$ cat src/hw/lnsf_pkg.sv
// Package for the LAN node status flag block: register offsets, bit positions, command codes.
// Assumes a single 200 MHz clock domain and an I/O-mapped host port of 4 address bits.
package lnsf_pkg;
   // ----------------------------------------------------------------
   // Register offsets within the 16-location I/O block.
   // ----------------------------------------------------------------
   localparam logic [3:0] OFS_STATUS = 4'h0; // Read: node_status. Write: interrupt mask.
   localparam logic [3:0] OFS_DIAG = 4'h1; // Read: diag_flags. Write: command.
   localparam logic [3:0] OFS_NODE_ID = 4'h5;
   localparam logic [3:0] OFS_SOFT_RST = 4'h8;
   // ----------------------------------------------------------------
   // Status and diagnostic bit positions.
   // ----------------------------------------------------------------
   localparam int BIT_RI = 7;
   localparam int BIT_POR = 4;
   localparam int BIT_TEST = 3;
   localparam int BIT_RECONFIG_FLAG = 2;
   localparam int BIT_TMA = 1;
   localparam int BIT_TA = 0;
   localparam int BIT_SELF = 7;
   localparam int BIT_ACT = 5;
   localparam int BIT_TOK = 4;
   // ----------------------------------------------------------------
   // Reset values; undefined bits are driven as zero.
   // ----------------------------------------------------------------
   localparam logic [7:0] RST_STATUS = 8'h91;
   localparam logic [7:0] RST_DIAG = 8'h00;
   localparam logic [7:0] RST_MASK = 8'h00;
   localparam logic [7:0] RST_NODE_ID = 8'h00;
   // ----------------------------------------------------------------
   // Command encodings: the two disable commands match the whole byte; the others are selected by the low three bits.
   // ----------------------------------------------------------------
   localparam logic [7:0] CMD_TX_DISABLE = 8'h01;
   localparam logic [7:0] CMD_RX_DISABLE = 8'h02;
   localparam logic [2:0] CMD_TX_ENABLE = 3'h3;
   localparam logic [2:0] CMD_RX_ENABLE = 3'h4;
   localparam logic [2:0] CMD_CLR_FLAGS = 3'h6;
   localparam int CMD_CLR_POR_BIT = 3;
   localparam int CMD_CLR_RECONFIG_FLAG_BIT = 4;
   localparam int CMD_RX_BCAST_BIT = 7;
   // ----------------------------------------------------------------
   // Line idle time before reconfiguration, and its clock count.
   // ----------------------------------------------------------------
   localparam int CLK_MHZ = 200;
   localparam int IDLE_US = 82;
   localparam int IDLE_CYCLES = IDLE_US * CLK_MHZ;
endpackage

$ cat src/hw/lnsf_sync.sv
// Two flip-flop synchroniser for a level from outside the clock domain.
// Assumes the input is a plain level; a pulse shorter than one clock may be lost.
`timescale 1ns/1ps
`default_nettype none
module lnsf_sync (
   input wire logic clk,
   input wire logic sys_rst,
   input wire logic async_in,
   output logic sync_out
);
   logic stage1;
   logic next_stage1;
   logic next_sync_out;

   // The first stage is read only by the second stage.
   always_comb begin
      next_stage1 = async_in;
      next_sync_out = stage1;
   end

   always_ff @(posedge clk) begin
      if (sys_rst) begin
         stage1 <= 1'b0;
         sync_out <= 1'b0;
      end else begin
         stage1 <= next_stage1;
         sync_out <= next_sync_out;
      end
   end
endmodule // lnsf_sync
`default_nettype wire

$ cat src/hw/lnsf_flags.sv
// Status, diagnostic-status and interrupt logic of a token-passing LAN node.
// Assumes a host I/O port synchronous to clk and protocol-engine event pulses on clk.
`timescale 1ns/1ps
`default_nettype none
module lnsf_flags
   import lnsf_pkg::*;
#(
   parameter int IDLE_COUNT = IDLE_CYCLES
) (
   input wire logic clk,
   input wire logic sys_rst,
   input wire logic [3:0] ioAddr,
   input wire logic ioWrite,
   input wire logic ioRead,
   input wire logic [7:0] ioWdata,
   output logic [7:0] ioRdata,
   input wire logic line_rx_input,
   input wire logic tokenToUs,
   input wire logic pktStored,
   input wire logic txDone,
   input wire logic txAckReceived,
   input wire logic txWasBroadcast,
   input wire logic tokenRxTimeout,
   input wire logic foreignToken,
   output logic host_irq,
   output logic rxAccept,
   output logic [1:0] rxPage,
   output logic rxBroadcast,
   output logic txRequest,
   output logic [1:0] txPage
);
   // ----------------------------------------------------------------
   // Parameter check.
   // ----------------------------------------------------------------
   if (IDLE_COUNT < 2 || IDLE_COUNT > 65535) begin : g_bad_idle
      $error("IDLE_COUNT out of range");
   end

   // ----------------------------------------------------------------
   // Line input synchroniser and edge detector.
   // ----------------------------------------------------------------
   logic rxSync;
   logic rxPrev;
   logic rxEdge;
   lnsf_sync u_rx_sync (
      .clk(clk),
      .sys_rst(sys_rst),
      .async_in(line_rx_input),
      .sync_out(rxSync)
   );
   assign rxEdge = rxSync ^ rxPrev;

   // ----------------------------------------------------------------
   // Host access decode; writes and reads are one-cycle strobes.
   // ----------------------------------------------------------------
   logic cmdWr, maskWr, nodeWr, softRst, diagRd, anyRst;
   logic [2:0] cmdCode;
   always_comb begin
      cmdWr = 1'b0;
      maskWr = 1'b0;
      nodeWr = 1'b0;
      softRst = 1'b0;
      if (ioWrite && ioAddr == OFS_STATUS) begin
         maskWr = 1'b1;
      end else if (ioWrite && ioAddr == OFS_DIAG) begin
         cmdWr = 1'b1;
      end else if (ioWrite && ioAddr == OFS_NODE_ID) begin
         nodeWr = 1'b1;
      end else if (ioWrite && ioAddr[3:2] == OFS_SOFT_RST[3:2]) begin
         softRst = 1'b1;
      end
   end
   assign diagRd = ioRead && ioAddr == OFS_DIAG;
   assign cmdCode = ioWdata[2:0];
   assign anyRst = sys_rst || softRst;

   // ----------------------------------------------------------------
   // Flag state.
   // ----------------------------------------------------------------
   logic ri, por, reconfig_flag, tx_acked, ta, selfRecon, rxAct, tokSeen;
   logic [7:0] mask, nodeId;
   logic txPend, txDisPend;
   logic [15:0] idleCnt;
   logic next_ri, next_por, next_reconfig_flag, next_tma, next_ta;
   logic next_selfRecon, next_rxAct, next_tokSeen;
   logic [7:0] next_mask, next_nodeId;
   logic next_txPend, next_txDisPend;
   logic [15:0] next_idleCnt;
   logic next_rxAccept, next_rxBroadcast, next_txRequest;
   logic [1:0] next_rxPage, next_txPage;
   logic [7:0] next_ioRdata;
   logic idleExpire;

   // Idle timer restarts on every line transition; expiry is one pulse.
   assign idleExpire = (idleCnt == 16'(IDLE_COUNT - 1));

   // Events always win over clears that land in the same cycle.
   always_comb begin
      next_ri = ri;
      next_por = por;
      next_reconfig_flag = reconfig_flag;
      next_tma = tx_acked;
      next_ta = ta;
      next_selfRecon = selfRecon;
      next_rxAct = rxAct;
      next_tokSeen = tokSeen;
      next_mask = mask;
      next_nodeId = nodeId;
      next_txPend = txPend;
      next_txDisPend = txDisPend;
      next_rxAccept = rxAccept;
      next_rxPage = rxPage;
      next_rxBroadcast = rxBroadcast;
      next_txRequest = txRequest;
      next_txPage = txPage;
      next_idleCnt = rxEdge ? 16'h0000 : (idleExpire ? 16'h0000 : idleCnt + 16'h0001);
      if (maskWr) begin
         next_mask = ioWdata;
      end
      if (nodeWr) begin
         next_nodeId = ioWdata;
         if (ioWdata == 8'h00) begin
            next_por = 1'b1;
         end
      end
      // Diagnostic flags clear on read, set again by a coincident event.
      if (diagRd) begin
         next_selfRecon = 1'b0;
         next_rxAct = 1'b0;
         next_tokSeen = 1'b0;
      end
      if (cmdWr) begin
         if (ioWdata == CMD_TX_DISABLE) begin
            next_txDisPend = 1'b1;
            next_txPend = 1'b0;
         end else if (ioWdata == CMD_RX_DISABLE) begin
            next_rxAccept = 1'b0;
         end else if (cmdCode == CMD_TX_ENABLE) begin
            next_tma = 1'b0;
            next_ta = 1'b0;
            next_txPend = 1'b1;
            next_txPage = ioWdata[4:3];
         end else if (cmdCode == CMD_RX_ENABLE) begin
            next_ri = 1'b0;
            next_rxAccept = 1'b1;
            next_rxPage = ioWdata[4:3];
            next_rxBroadcast = ioWdata[CMD_RX_BCAST_BIT];
         end else if (cmdCode == CMD_CLR_FLAGS) begin
            if (ioWdata[CMD_CLR_POR_BIT]) begin
               next_por = 1'b0;
            end
            if (ioWdata[CMD_CLR_RECONFIG_FLAG_BIT]) begin
               next_reconfig_flag = 1'b0;
            end
         end
      end
      // Token arrival launches a pending transmit or a pending disable.
      if (tokenToUs && txPend) begin
         next_txRequest = 1'b1;
         next_txPend = 1'b0;
      end
      if (tokenToUs && txDisPend) begin
         next_ta = 1'b1;
         next_txDisPend = 1'b0;
      end
      if (txDone && txRequest) begin
         next_ta = 1'b1;
         next_txRequest = 1'b0;
      end
      if (txAckReceived && txRequest && !txWasBroadcast) begin
         next_tma = 1'b1;
      end
      if (pktStored && rxAccept) begin
         next_ri = 1'b1;
         next_rxAccept = 1'b0;
      end
      if (idleExpire) begin
         next_reconfig_flag = 1'b1;
      end
      if (tokenRxTimeout) begin
         next_selfRecon = 1'b1;
      end
      if (rxEdge) begin
         next_rxAct = 1'b1;
      end
      if (foreignToken) begin
         next_tokSeen = 1'b1;
      end
   end

   // Read data: unused bits and the test bit read zero.
   always_comb begin
      next_ioRdata = 8'h00;
      if (ioRead && ioAddr == OFS_STATUS) begin
         next_ioRdata[BIT_RI] = ri;
         next_ioRdata[BIT_POR] = por;
         next_ioRdata[BIT_TEST] = 1'b0;
         next_ioRdata[BIT_RECONFIG_FLAG] = reconfig_flag;
         next_ioRdata[BIT_TMA] = tx_acked;
         next_ioRdata[BIT_TA] = ta;
      end else if (diagRd) begin
         next_ioRdata[BIT_SELF] = selfRecon;
         next_ioRdata[BIT_ACT] = rxAct;
         next_ioRdata[BIT_TOK] = tokSeen;
      end else if (ioRead && ioAddr == OFS_NODE_ID) begin
         next_ioRdata = nodeId;
      end
   end

   // Hardware or software reset restores defaults; software reset keeps the node id.
   always_ff @(posedge clk) begin
      if (anyRst) begin
         ri <= RST_STATUS[BIT_RI];
         por <= RST_STATUS[BIT_POR];
         reconfig_flag <= RST_STATUS[BIT_RECONFIG_FLAG];
         tx_acked <= RST_STATUS[BIT_TMA];
         ta <= RST_STATUS[BIT_TA];
         selfRecon <= RST_DIAG[BIT_SELF];
         rxAct <= RST_DIAG[BIT_ACT];
         tokSeen <= RST_DIAG[BIT_TOK];
         mask <= RST_MASK;
         txPend <= 1'b0;
         txDisPend <= 1'b0;
         idleCnt <= 16'h0000;
         rxAccept <= 1'b0;
         rxPage <= 2'h0;
         rxBroadcast <= 1'b0;
         txRequest <= 1'b0;
         txPage <= 2'h0;
      end else begin
         ri <= next_ri;
         por <= next_por;
         reconfig_flag <= next_reconfig_flag;
         tx_acked <= next_tma;
         ta <= next_ta;
         selfRecon <= next_selfRecon;
         rxAct <= next_rxAct;
         tokSeen <= next_tokSeen;
         mask <= next_mask;
         txPend <= next_txPend;
         txDisPend <= next_txDisPend;
         idleCnt <= next_idleCnt;
         rxAccept <= next_rxAccept;
         rxPage <= next_rxPage;
         rxBroadcast <= next_rxBroadcast;
         txRequest <= next_txRequest;
         txPage <= next_txPage;
      end
   end

   // Node id, read data and the edge history follow only the hardware reset.
   always_ff @(posedge clk) begin
      if (sys_rst) begin
         nodeId <= RST_NODE_ID;
         ioRdata <= 8'h00;
         rxPrev <= 1'b0;
      end else begin
         nodeId <= next_nodeId;
         ioRdata <= next_ioRdata;
         rxPrev <= rxSync;
      end
   end

   // Masked ri, reconfig and ta flags form the interrupt; tx acked and por are never sources.
   assign host_irq = (ri & mask[BIT_RI]) | (reconfig_flag & mask[BIT_RECONFIG_FLAG]) | (ta & mask[BIT_TA]);
endmodule // lnsf_flags
`default_nettype wire

$ cat config.mk
export PLATFORM = sky130hd
export DESIGN_NAME = lnsf_flags
export DESIGN_NICKNAME = d
export VERILOG_FILES = /design/src/hw/lnsf_pkg.sv /design/src/hw/lnsf_sync.sv /design/src/hw/lnsf_flags.sv
export SDC_FILE = /design/constraint.sdc
export NUM_CORES = 1
export LEC_CHECK = 0
export BUFFER_PORTS_ARGS = -buffer_cell sky130_fd_sc_hd__buf_2
export CAP_MARGIN = 20
export CELL_PAD_IN_SITES_DETAIL_PLACEMENT = 0
export CELL_PAD_IN_SITES_GLOBAL_PLACEMENT = 1
export CORE_MARGIN = 2
export CORE_UTILIZATION = 35
export DETAILED_ROUTE_END_ITERATION = 10
export PLACE_DENSITY_LB_ADDON = 0.1
export SLEW_MARGIN = 20
export SYNTH_ARGS = -nofsm -noshare
export SYNTH_HDL_FRONTEND = slang
export SYNTH_SLANG_ARGS = --single-unit
$ cat constraint.sdc
create_clock -name clk -period 5.1 [get_ports clk]
set_clock_uncertainty 0.15 [all_clocks]
set_input_delay 1.02 -clock clk [delete_from_list [all_inputs] [get_ports clk]]
set_output_delay 1.02 -clock clk [all_outputs]
set_load 0.02 [all_outputs]
==> results of run 1 <==
==> cell usage after synthesis, drive strengths merged <==
cell type / number / area (um2)
nand2: 13 / 48.80
buf: 7 / 42.54
a22oi: 4 / 30.03
or3b: 1 / 8.760
xnor2: 14 / 122.6
ha: 1 / 12.51
a31oi: 1 / 6.260
nand2b: 1 / 6.260
a21oi: 9 / 45.04
and2: 2 / 12.51
nor3b: 1 / 7.510
nand3b: 2 / 27.53
nor3: 10 / 55.05
mux2i: 13 / 130.1
a41o: 1 / 10.01
dfxtp: 55 / 1101
mux2: 2 / 22.52
nor4: 8 / 65.06
and3: 3 / 18.77
inv: 7 / 26.27
a311oi: 1 / 15.01
a221o: 1 / 10.01
nand3: 12 / 65.06
or3: 1 / 6.260
nor2: 48 / 180.2
nand4: 3 / 25.02
o21ai: 1 / 5.000
nor4b: 1 / 8.760
clkbuf: 3 / 12.51
nand4b: 2 / 32.53
o21a: 1 / 7.510
and3b: 2 / 21.27
nor2b: 3 / 18.77
a221oi: 3 / 32.53
o21bai: 1 / 7.510
a31o: 1 / 8.760
a222oi: 1 / 10.01
xor2: 1 / 8.760
and4: 1 / 8.760
==> metrics by stage <==
| stage | instances | util [%] | cell area (um2) |
|---|---|---|---|
| after floorplan | 242 | - | 2283 |
| after global placement | 349 | 40.03 | 2527 |
| after detailed placement | 349 | 40.03 | 2527 |
| after CTS | 357 | 41.44 | 2616 |
| after global routing | 357 | 41.44 | 2616 |
| final | 357 | 41.44 | 2616 |
==> report_power, final <==
part	switching [mW]	internal [mW]
clock network	0.145	0.0960
registers	0.00336	0.435
logic	0.0311	0.0175
total	0.179	0.549
==> per-layer routing <==
layer | vias to the layer above | global-route usage, % | wire (um)
met4 | 0 | 3.896 | 30
met1 | 831 | 21.59 | 2646
met2 | 30 | 23.34 | 2368
met5 | - | 0 | 0
li1 | 917 | - | -
met3 | 2 | 3.245 | 165
==> cells by family after synthesis <==
kind of cell,synth area share (%)
buffers and inverters,3.561
AOI/OAI and AO/OA,8.219
xor gates and xnor gates,5.754
DFF,48.22
adders and majority gates,0.5479
muxes,6.685
and+or+nand+nor,27.01
==> sequential cells by signal (all words and copies together), names as in the netlist, 2 cells and up <==
signal	count
nodeId	8
idleCnt	16
ioRdata	8
txPage	2
mask	3
rxPage	2
==> cell type report <==
type	instances	area share [%]
sequential	55	42.09
multi-input combinational	170	42.09
timing repair buffer	40	7.747
tap	77	3.682
clock buffer	5	2.630
inverter	7	1.004
clock inverter	3	0.7652
==> how the worst max path moves through the flow <==
| stage | slack [ns] | to | cells past startpoint | from |
|---|---|---|---|---|
| 2_1_floorplan | 2.84 | rxAccept | 5 | ioAddr[3] |
| 3_3_place_gp | 2.32 | idleCnt[5] | 4 | sys_rst |
| 3_5_place_dp | 2.29 | idleCnt[13] | 4 | sys_rst |
| 4_1_cts | 2.61 | idleCnt[8] | 4 | sys_rst |
| 5_1_grt | 2.54 | idleCnt[3] | 4 | sys_rst |
| 6_report | 2.66 | idleCnt[8] | 4 | sys_rst |
==> summary.md, run 1 <==
| Metric | Value |
|---|---|
| Status | `complete, no violations` |
| Synthesized net count | `267` |
| IR drop worst, VDD | `between 0.0001 and 0.00015 V` |
| Unrepaired setup endpoints after global routing | `false` |
| Number of fillers in the final layout | `around 670` |
| Number of primary I/O pins | `40` |
| CP endpoint kind | `register` |
| Num CTS Buffers | `5` |
| Worst flop-to-flop path endpoint | `idleCnt[8]` |
| Core Area | `between 6000 and 7000 um2` |
| Number of antenna violations at the first check in global routing | `0` |
| Skew-Pair Late Insertion Delay | `about 0.31 ns` |
| Global router's overall resource usage | `15.15%` |
| CP Data Arrival Time | `roughly 2.5 ns` |
| Buffers plus inverters on the worst setup path | `1` |
| Gpl congestion | `~0.7` |
| H-Tree Depth | `2` |
| Final hold slack | `slightly above 0.3 ns` |
| FP Rows | `29` |
| Worst-Margin Slew | `slightly below 0.8 ns` |
| Routed WL per cell | `about 15 um` |
| Clk buf depth | `2` |
| IO Port Bufs | `39` |
| Crit path cell chain | `buf_2 > a31o_1 > nand3b_4 > nor2_1` |
| Maximum number of pins on one net before global-route repair | `21` |
| Fraction of final layout cells sized beyond drive strength 1 | `between 20% and 30%` |
| Number of register bits inferred by synthesis | `55` |
| Max FO, Critical Path | `20` |
| Cells resized by post-CTS repair | `0` |
| Yosys cell types | `52` |
| Post-CTS setup buffers | `0` |
| Number of cells traversed by the worst register-to-register path | `5` |
| Hold-fix buffers, CTS | `0` |
| Crit Path Class | `in2reg` |
| Number of warnings issued by yosys | `0` |
| Most frequent standard cell in the layout excluding fill and tap cells | `sky130_fd_sc_hd__dfxtp_1` |
| Post-synthesis cell area | `2283 um2` |
| Overall die area | `between 7000 and 8000 um2` |
| Post-synthesis sequential area ratio | `between 40% and 50%` |
| Total congestion overflow after global routing | `0` |
| Final max-slew violation count | `0` |
| Setup Slack @ Placement | `about 2.3 ns` |
| Slowest-stage cell, CP | `sky130_fd_sc_hd__a31o_1` |
| Number of setup violations in the final report | `0` |
| Total routed wirelength | `5211 um` |
| Kind of path behind the tightest hold check | `reg2reg` |
| Type of origin of the critical path | `input port` |
| Count of unresolved DRC violations after routing | `0` |
| Number of DRC markers in iteration 0 | `63` |
| Hold path start | `u_rx_sync.next_sync_out` |
| Pwr per Cell Area | `approximately 280 nW/um2` |
| R2R Path Start | `idleCnt[0]` |
| Worst-case register-to-register setup slack | `~3.3 ns` |
| Number of global-route vias before repair | `1,646` |
| CTS tree | `done` |
| Post-route total power | `between 0.7 and 0.8 mW` |
| Share of the clock period used by the worst path after layout | `between 40% and 50%` |
| HPWL after DPL | `3788 um` |
| Standby leakage power | `between 1 and 1.5 nW` |
| Rel. slew slack | `between 40% and 50%` |
| Final antenna diode count | `0` |
| Number of cells on the worst hold path | `1` |
| Via count | `between 1,500 and 2,000` |
| Area of combinational cells with multiple inputs | `between 1000 and 1500 um2` |
| Delay-heaviest family, CP | `compound AO/OA/AOI/OAI gates` |
| DR pass1 iterations | `4` |
| Syn-to-layout area delta | `14.58%` |
| Fin worst setup slack | `approximately 2.7 ns` |
| Overall die width | `around 85 um` |
| Reg clk slew, reported paths | `~0.11 ns` |
| Initial Util | `between 30% and 40%` |
| Register area | `1101 um2` |
| Peak per-stage delay on the critical path | `roughly 0.68 ns` |
| Synthesized netlist cell count | `roughly 240` |
| Number of sinks on the clock net | `between 50 and 60` |
| Final total negative setup slack | `0 ns` |
| Required time reported for the critical path endpoint | `just over 5 ns` |
| Mean Syn Cell Area | `9.436 um2` |
| Worst min-delay path endpoint | `u_rx_sync.sync_out` |
| Time the worst path needs with I/O delays and setup | `between 2 and 2.5 ns` |
| Max frequency | `around 410 MHz` |
| Final-stage net count | `between 300 and 400` |
| Count of max-cap constraint violations | `0` |
| Number of hold violations in the final report | `0` |
| First-pass GRT wire length | `around 8600 um` |
| Count of nets left with antenna violations after detail routing | `0` |
| Clock tree root driver cell | `sky130_fd_sc_hd__clkbuf_8` |
| Die height | `between 80 and 90 um` |
| Via-to-Cell Ratio | `~5` |
| Highest-count cells in the layout ignoring fill and taps | `55 x sky130_fd_sc_hd__dfxtp_1, 48 x sky130_fd_sc_hd__nor2_1, 39 x sky130_fd_sc_hd__buf_2, 14 x sky130_fd_sc_hd__xnor2_1` |
(Power assumes the default switching activity.)
==> inputs of run 2 (changes only) <==
Settings changed: ABC_AREA from default to 1.
Clock period 5.1 ns to 2.5 ns, I/O delays scaled along.
==> run 2 against run 1 <==
Sequential power grew 100%; worst hold slack worse by 0.081 ns; utilization is 0.12 points lower; critical path depth shrank 1; sequential cell count did not move; clock power grew 120%; count of clock-buffer cells in the layout increased by 1; sequential share of layout area is 2.4 points lower; area after synthesis is 5.5% higher; die area increased by 5.2%; first-iteration DRC count grew 1.6%; final area up 6.1%; critical path type is now reg2out; largest cell class unchanged; highest routed layer unchanged.
==> summary.md, run 2 <==
| Metric | Value |
|---|---|
| Final-stage net count | `396 (was 304)` |
| Number of standard cells in the final layout excluding fillers | `452 (was 357)` |
| Buffers plus inverters on the worst setup path | `1 (unchanged)` |
| Share of the clock period used by the worst path after layout | `66.59%` |
| Syn-to-layout area delta | `15.27% (was 14.58%)` |
| Time the worst path needs with I/O delays and setup | `between 1.5 and 2 ns` |
| CTS tree | `done (unchanged)` |
| Cell total after placement | `444 (was 349)` |
| Max frequency | `600.7 MHz` |
| Overall die area | `7561 um2 (was 7186 um2)` |
| Synthesized netlist cell count | `330 (was 242)` |
| Post-synthesis sequential area ratio | `45.71% (was 48.22%)` |
| Pwr per Cell Area | `550.8 nW/um2 (was 278.3 nW/um2)` |
| Via-to-Cell Ratio | `4.779 (was 4.986)` |
| Via count | `2,160 (was 1,780)` |
| Die height | `86.96 um (was 84.77 um)` |
| Clk buf depth | `2 (unchanged)` |
| Final antenna diode count | `0 (unchanged)` |
| Total congestion overflow after global routing | `0 (unchanged)` |
| Reg clk slew, reported paths | `0.10 ns (was 0.11 ns)` |
| Number of flops mapped to enable cells by yosys | `0 (unchanged)` |
| Fin worst setup slack | `0.8353 ns (was 2.661 ns)` |
| Routed WL per cell | `12.35 um (was 14.60 um)` |
| Most frequently used cell type in the post-synthesis netlist | `sky130_fd_sc_hd__nand2_1 (was sky130_fd_sc_hd__dfxtp_1)` |
| H-Tree Depth | `2 (unchanged)` |
| Register ranked first by flip-flop count | `idleCnt (unchanged)` |
| Cell taking the most area after synthesis | `sky130_fd_sc_hd__dfxtp_1 (unchanged)` |
| Core Area | `6719 um2 (was 6314 um2)` |
| Number of fillers in the final layout | `712 (was 666)` |
| FP Rows | `30 (was 29)` |
| Number of sinks on the clock net | `55 (unchanged)` |
| Most numerous cell types in the synthesized netlist | `74 x sky130_fd_sc_hd__nand2_1, 55 x sky130_fd_sc_hd__dfxtp_1, 42 x sky130_fd_sc_hd__inv_1 (was 55 x sky130_fd_sc_hd__dfxtp_1, 48 x sky130_fd_sc_hd__nor2_1, 14 x sky130_fd_sc_hd__xnor2_1)` |
| Register area | `1101 um2 (unchanged)` |
| Number of DRC markers in iteration 0 | `64 (was 63)` |
| Synthesized net count | `355 (was 267)` |
| Highest-count cells in the layout ignoring fill and taps | `74 x sky130_fd_sc_hd__nand2_1, 55 x sky130_fd_sc_hd__dfxtp_1, 42 x sky130_fd_sc_hd__inv_1, 39 x sky130_fd_sc_hd__buf_2, 37 x sky130_fd_sc_hd__nor2_1 (was 55 x sky130_fd_sc_hd__dfxtp_1, 48 x sky130_fd_sc_hd__nor2_1, 39 x sky130_fd_sc_hd__buf_2, 14 x sky130_fd_sc_hd__xnor2_1)` |
| Top-area cell type share of the netlist area | `45.71% (was 48.22%)` |
| Maximum number of pins on one net before global-route repair | `18 (was 21)` |
| Number of global-route vias before repair | `1,979 (was 1,646)` |
| Utilization after layout | `41.32% (was 41.44%)` |
| Synth async-reset ratio | `0% (unchanged)` |
| Worst-Margin Slew | `0.4065 ns (was 0.7907 ns)` |
| Total routed wirelength | `5582 um (was 5211 um)` |
| Clock tree root driver cell | `sky130_fd_sc_hd__clkbuf_8 (unchanged)` |
| Post-synthesis cell area | `2409 um2 (was 2283 um2)` |
| Delay-heaviest family, CP | `flip-flops (was compound AO/OA/AOI/OAI gates)` |
| Slowest-stage cell, CP | `sky130_fd_sc_hd__dfxtp_1 (was sky130_fd_sc_hd__a31o_1)` |
| Gpl congestion | `0.8559 (was 0.7037)` |
| Skew-Pair Late Insertion Delay | `0.31 ns (about the same)` |
| Post-route total power | `1.529 mW (was 0.7281 mW)` |
| IR drop worst, VDD | `0.0001996 V (was 0.0001066 V)` |
| Flip-flop count of the largest register, all copies and words added | `16 (unchanged)` |
| Hold-fix buffers, CTS | `0 (unchanged)` |
| Status | `complete, no violations (unchanged)` |
| Post-CTS setup buffers | `0 (unchanged)` |
| Number of warnings issued by yosys | `0 (unchanged)` |
| Initial Util | `35.85% (was 36.17%)` |
| DR pass1 iterations | `4 (unchanged)` |
| Kind of path behind the tightest hold check | `in2reg (was reg2reg)` |
| Global router's overall resource usage | `15.67% (was 15.15%)` |
| Overall die width | `86.96 um (was 84.77 um)` |
| Largest registers | `idleCnt: 16 flops, ioRdata: 8 flops, nodeId: 8 flops (unchanged)` |
| Area contributors post-synth | `sky130_fd_sc_hd__dfxtp_1 46%, sky130_fd_sc_hd__nand2_1 12%, sky130_fd_sc_hd__inv_1 6.5% (was sky130_fd_sc_hd__dfxtp_1 48%, sky130_fd_sc_hd__nor2_1 7.9%, sky130_fd_sc_hd__mux2i_1 5.7%)` |
| Required time reported for the critical path endpoint | `1.85 ns (was 5.14 ns)` |
| Crit path cell chain | `nand2_1 > nand3_1 > buf_2 (was buf_2 > a31o_1 > nand3b_4 > nor2_1)` |
| Final total negative setup slack | `0 ns (unchanged)` |
| IO Port Bufs | `39 (unchanged)` |
| Peak per-stage delay on the critical path | `0.39 ns (was 0.68 ns)` |
| Max FO, Critical Path | `3 (was 20)` |
| Mean Syn Cell Area | `7.299 um2 (was 9.436 um2)` |
| First-pass GRT wire length | `9287 um (was 8576 um)` |
| Cells resized by post-CTS repair | `0 (unchanged)` |
| Count of unresolved DRC violations after routing | `0 (unchanged)` |
| Number of setup violations in the final report | `0 (unchanged)` |
| Final hold slack | `0.2277 ns (was 0.3084 ns)` |
| Standby leakage power | `1.168 nW (was 1.029 nW)` |
| CP endpoint kind | `output pin (was register)` |
| Setup Slack @ Placement | `0.5251 ns (was 2.286 ns)` |
| Count of max-cap constraint violations | `0 (unchanged)` |
| HPWL after DPL | `4269 um (was 3788 um)` |
| CP Data Arrival Time | `1.01 ns (was 2.48 ns)` |
| Ys flop type | `sky130_fd_sc_hd__dfxtp_1 (unchanged)` |
| Most frequent standard cell in the layout excluding fill and tap cells | `sky130_fd_sc_hd__nand2_1 (was sky130_fd_sc_hd__dfxtp_1)` |
| Number of antenna violations at the first check in global routing | `0 (unchanged)` |
| Crit Path Class | `reg2out (was in2reg)` |
| Type of origin of the critical path | `register (was input port)` |
| Number of register bits inferred by synthesis | `55 (unchanged)` |
| Number of primary I/O pins | `40 (unchanged)` |
| Count of nets left with antenna violations after detail routing | `0 (unchanged)` |
| Post-route cell area | `2776 um2 (was 2616 um2)` |
| Instance area after placement | `2678 um2 (was 2527 um2)` |
| Fraction of final layout cells sized beyond drive strength 1 | `18.01% (was 21.43%)` |
| Unrepaired setup endpoints after global routing | `false (unchanged)` |
| Rel. slew slack | `72.83% (was 47.29%)` |
| Number of hold violations in the final report | `0 (unchanged)` |
| Area of combinational cells with multiple inputs | `1101 um2 (unchanged)` |
| Yosys cell types | `31 (was 52)` |
| Num CTS Buffers | `5 (unchanged)` |
| Final max-slew violation count | `0 (unchanged)` |
## run 2: changes by cell type after synthesis, sizes merged, moves of 5 or more
cell   before  now
a21oi       9   32
inv         7   46
mux2i      13    0
nand2      13   75
nand3      12   30
nor2       48   43
nor3       10    5
nor4        8    0
o21ai       1   12
xnor2      14    2
xor2        1    6
## run 2: cell type report
class / instances / share of cell area, %
repair buffers: 40 / 7.301
clock inverters: 2 / 0.5859
well taps: 80 / 3.605
multi-input cells: 223 / 39.66
inverters: 46 / 6.219
flip-flops and latches: 55 / 39.66
clock buffers: 6 / 2.974
## run 2: report_power, final
group | internal [mW] | switching, mW
Sequential | 0.889 | 0.00736
Clock | 0.227 | 0.296
Combinational | 0.0362 | 0.0742
## run 2: layer usage
layer / part of all wire [%] / vias to the layer above / GRT usage, %
li1: - / 1136 / -
met1: 52 / 971 / 22.15
met2: 42 / 45 / 23.80
met3: 4.0 / 8 / 3.412
met4: 1.6 / 0 / 4.830
met5: 0 / - / 0
## run 2: worst reg2reg max path, cell delays in order, from the launching register on
cell	delay, ns
sky130_fd_sc_hd__dfxtp_1	0.38
sky130_fd_sc_hd__ha_1	0.24
sky130_fd_sc_hd__nand3_1	0.11
sky130_fd_sc_hd__nor2_1	0.16
sky130_fd_sc_hd__nand3_1	0.13
sky130_fd_sc_hd__nand3_2	0.29
sky130_fd_sc_hd__nor2_1	0.09
## run 2: worst paths after layout
path,cells past startpoint,end,slack [ns],from
setup / recovery,3,host_irq,0.84,ri
setup reg to reg,6,idleCnt[11],0.84,idleCnt[0]
hold reg to reg,2,u_rx_sync.sync_out,0.27,u_rx_sync.next_sync_out
hold / removal,2,txRequest,0.23,txDone
## run 2: cells by family (layout without fill, tap and decap cells)
kind of cell	count (synthesis)	in the layout	share of synthesized area, %
and+or+nand+nor	163	163	31.01
xor gates and xnor gates	8	8	2.909
DFF	55	55	45.71
buffers and inverters	52	94	8.571
adders and majority gates	1	1	0.5194
AOI/OAI and AO/OA	51	51	11.27
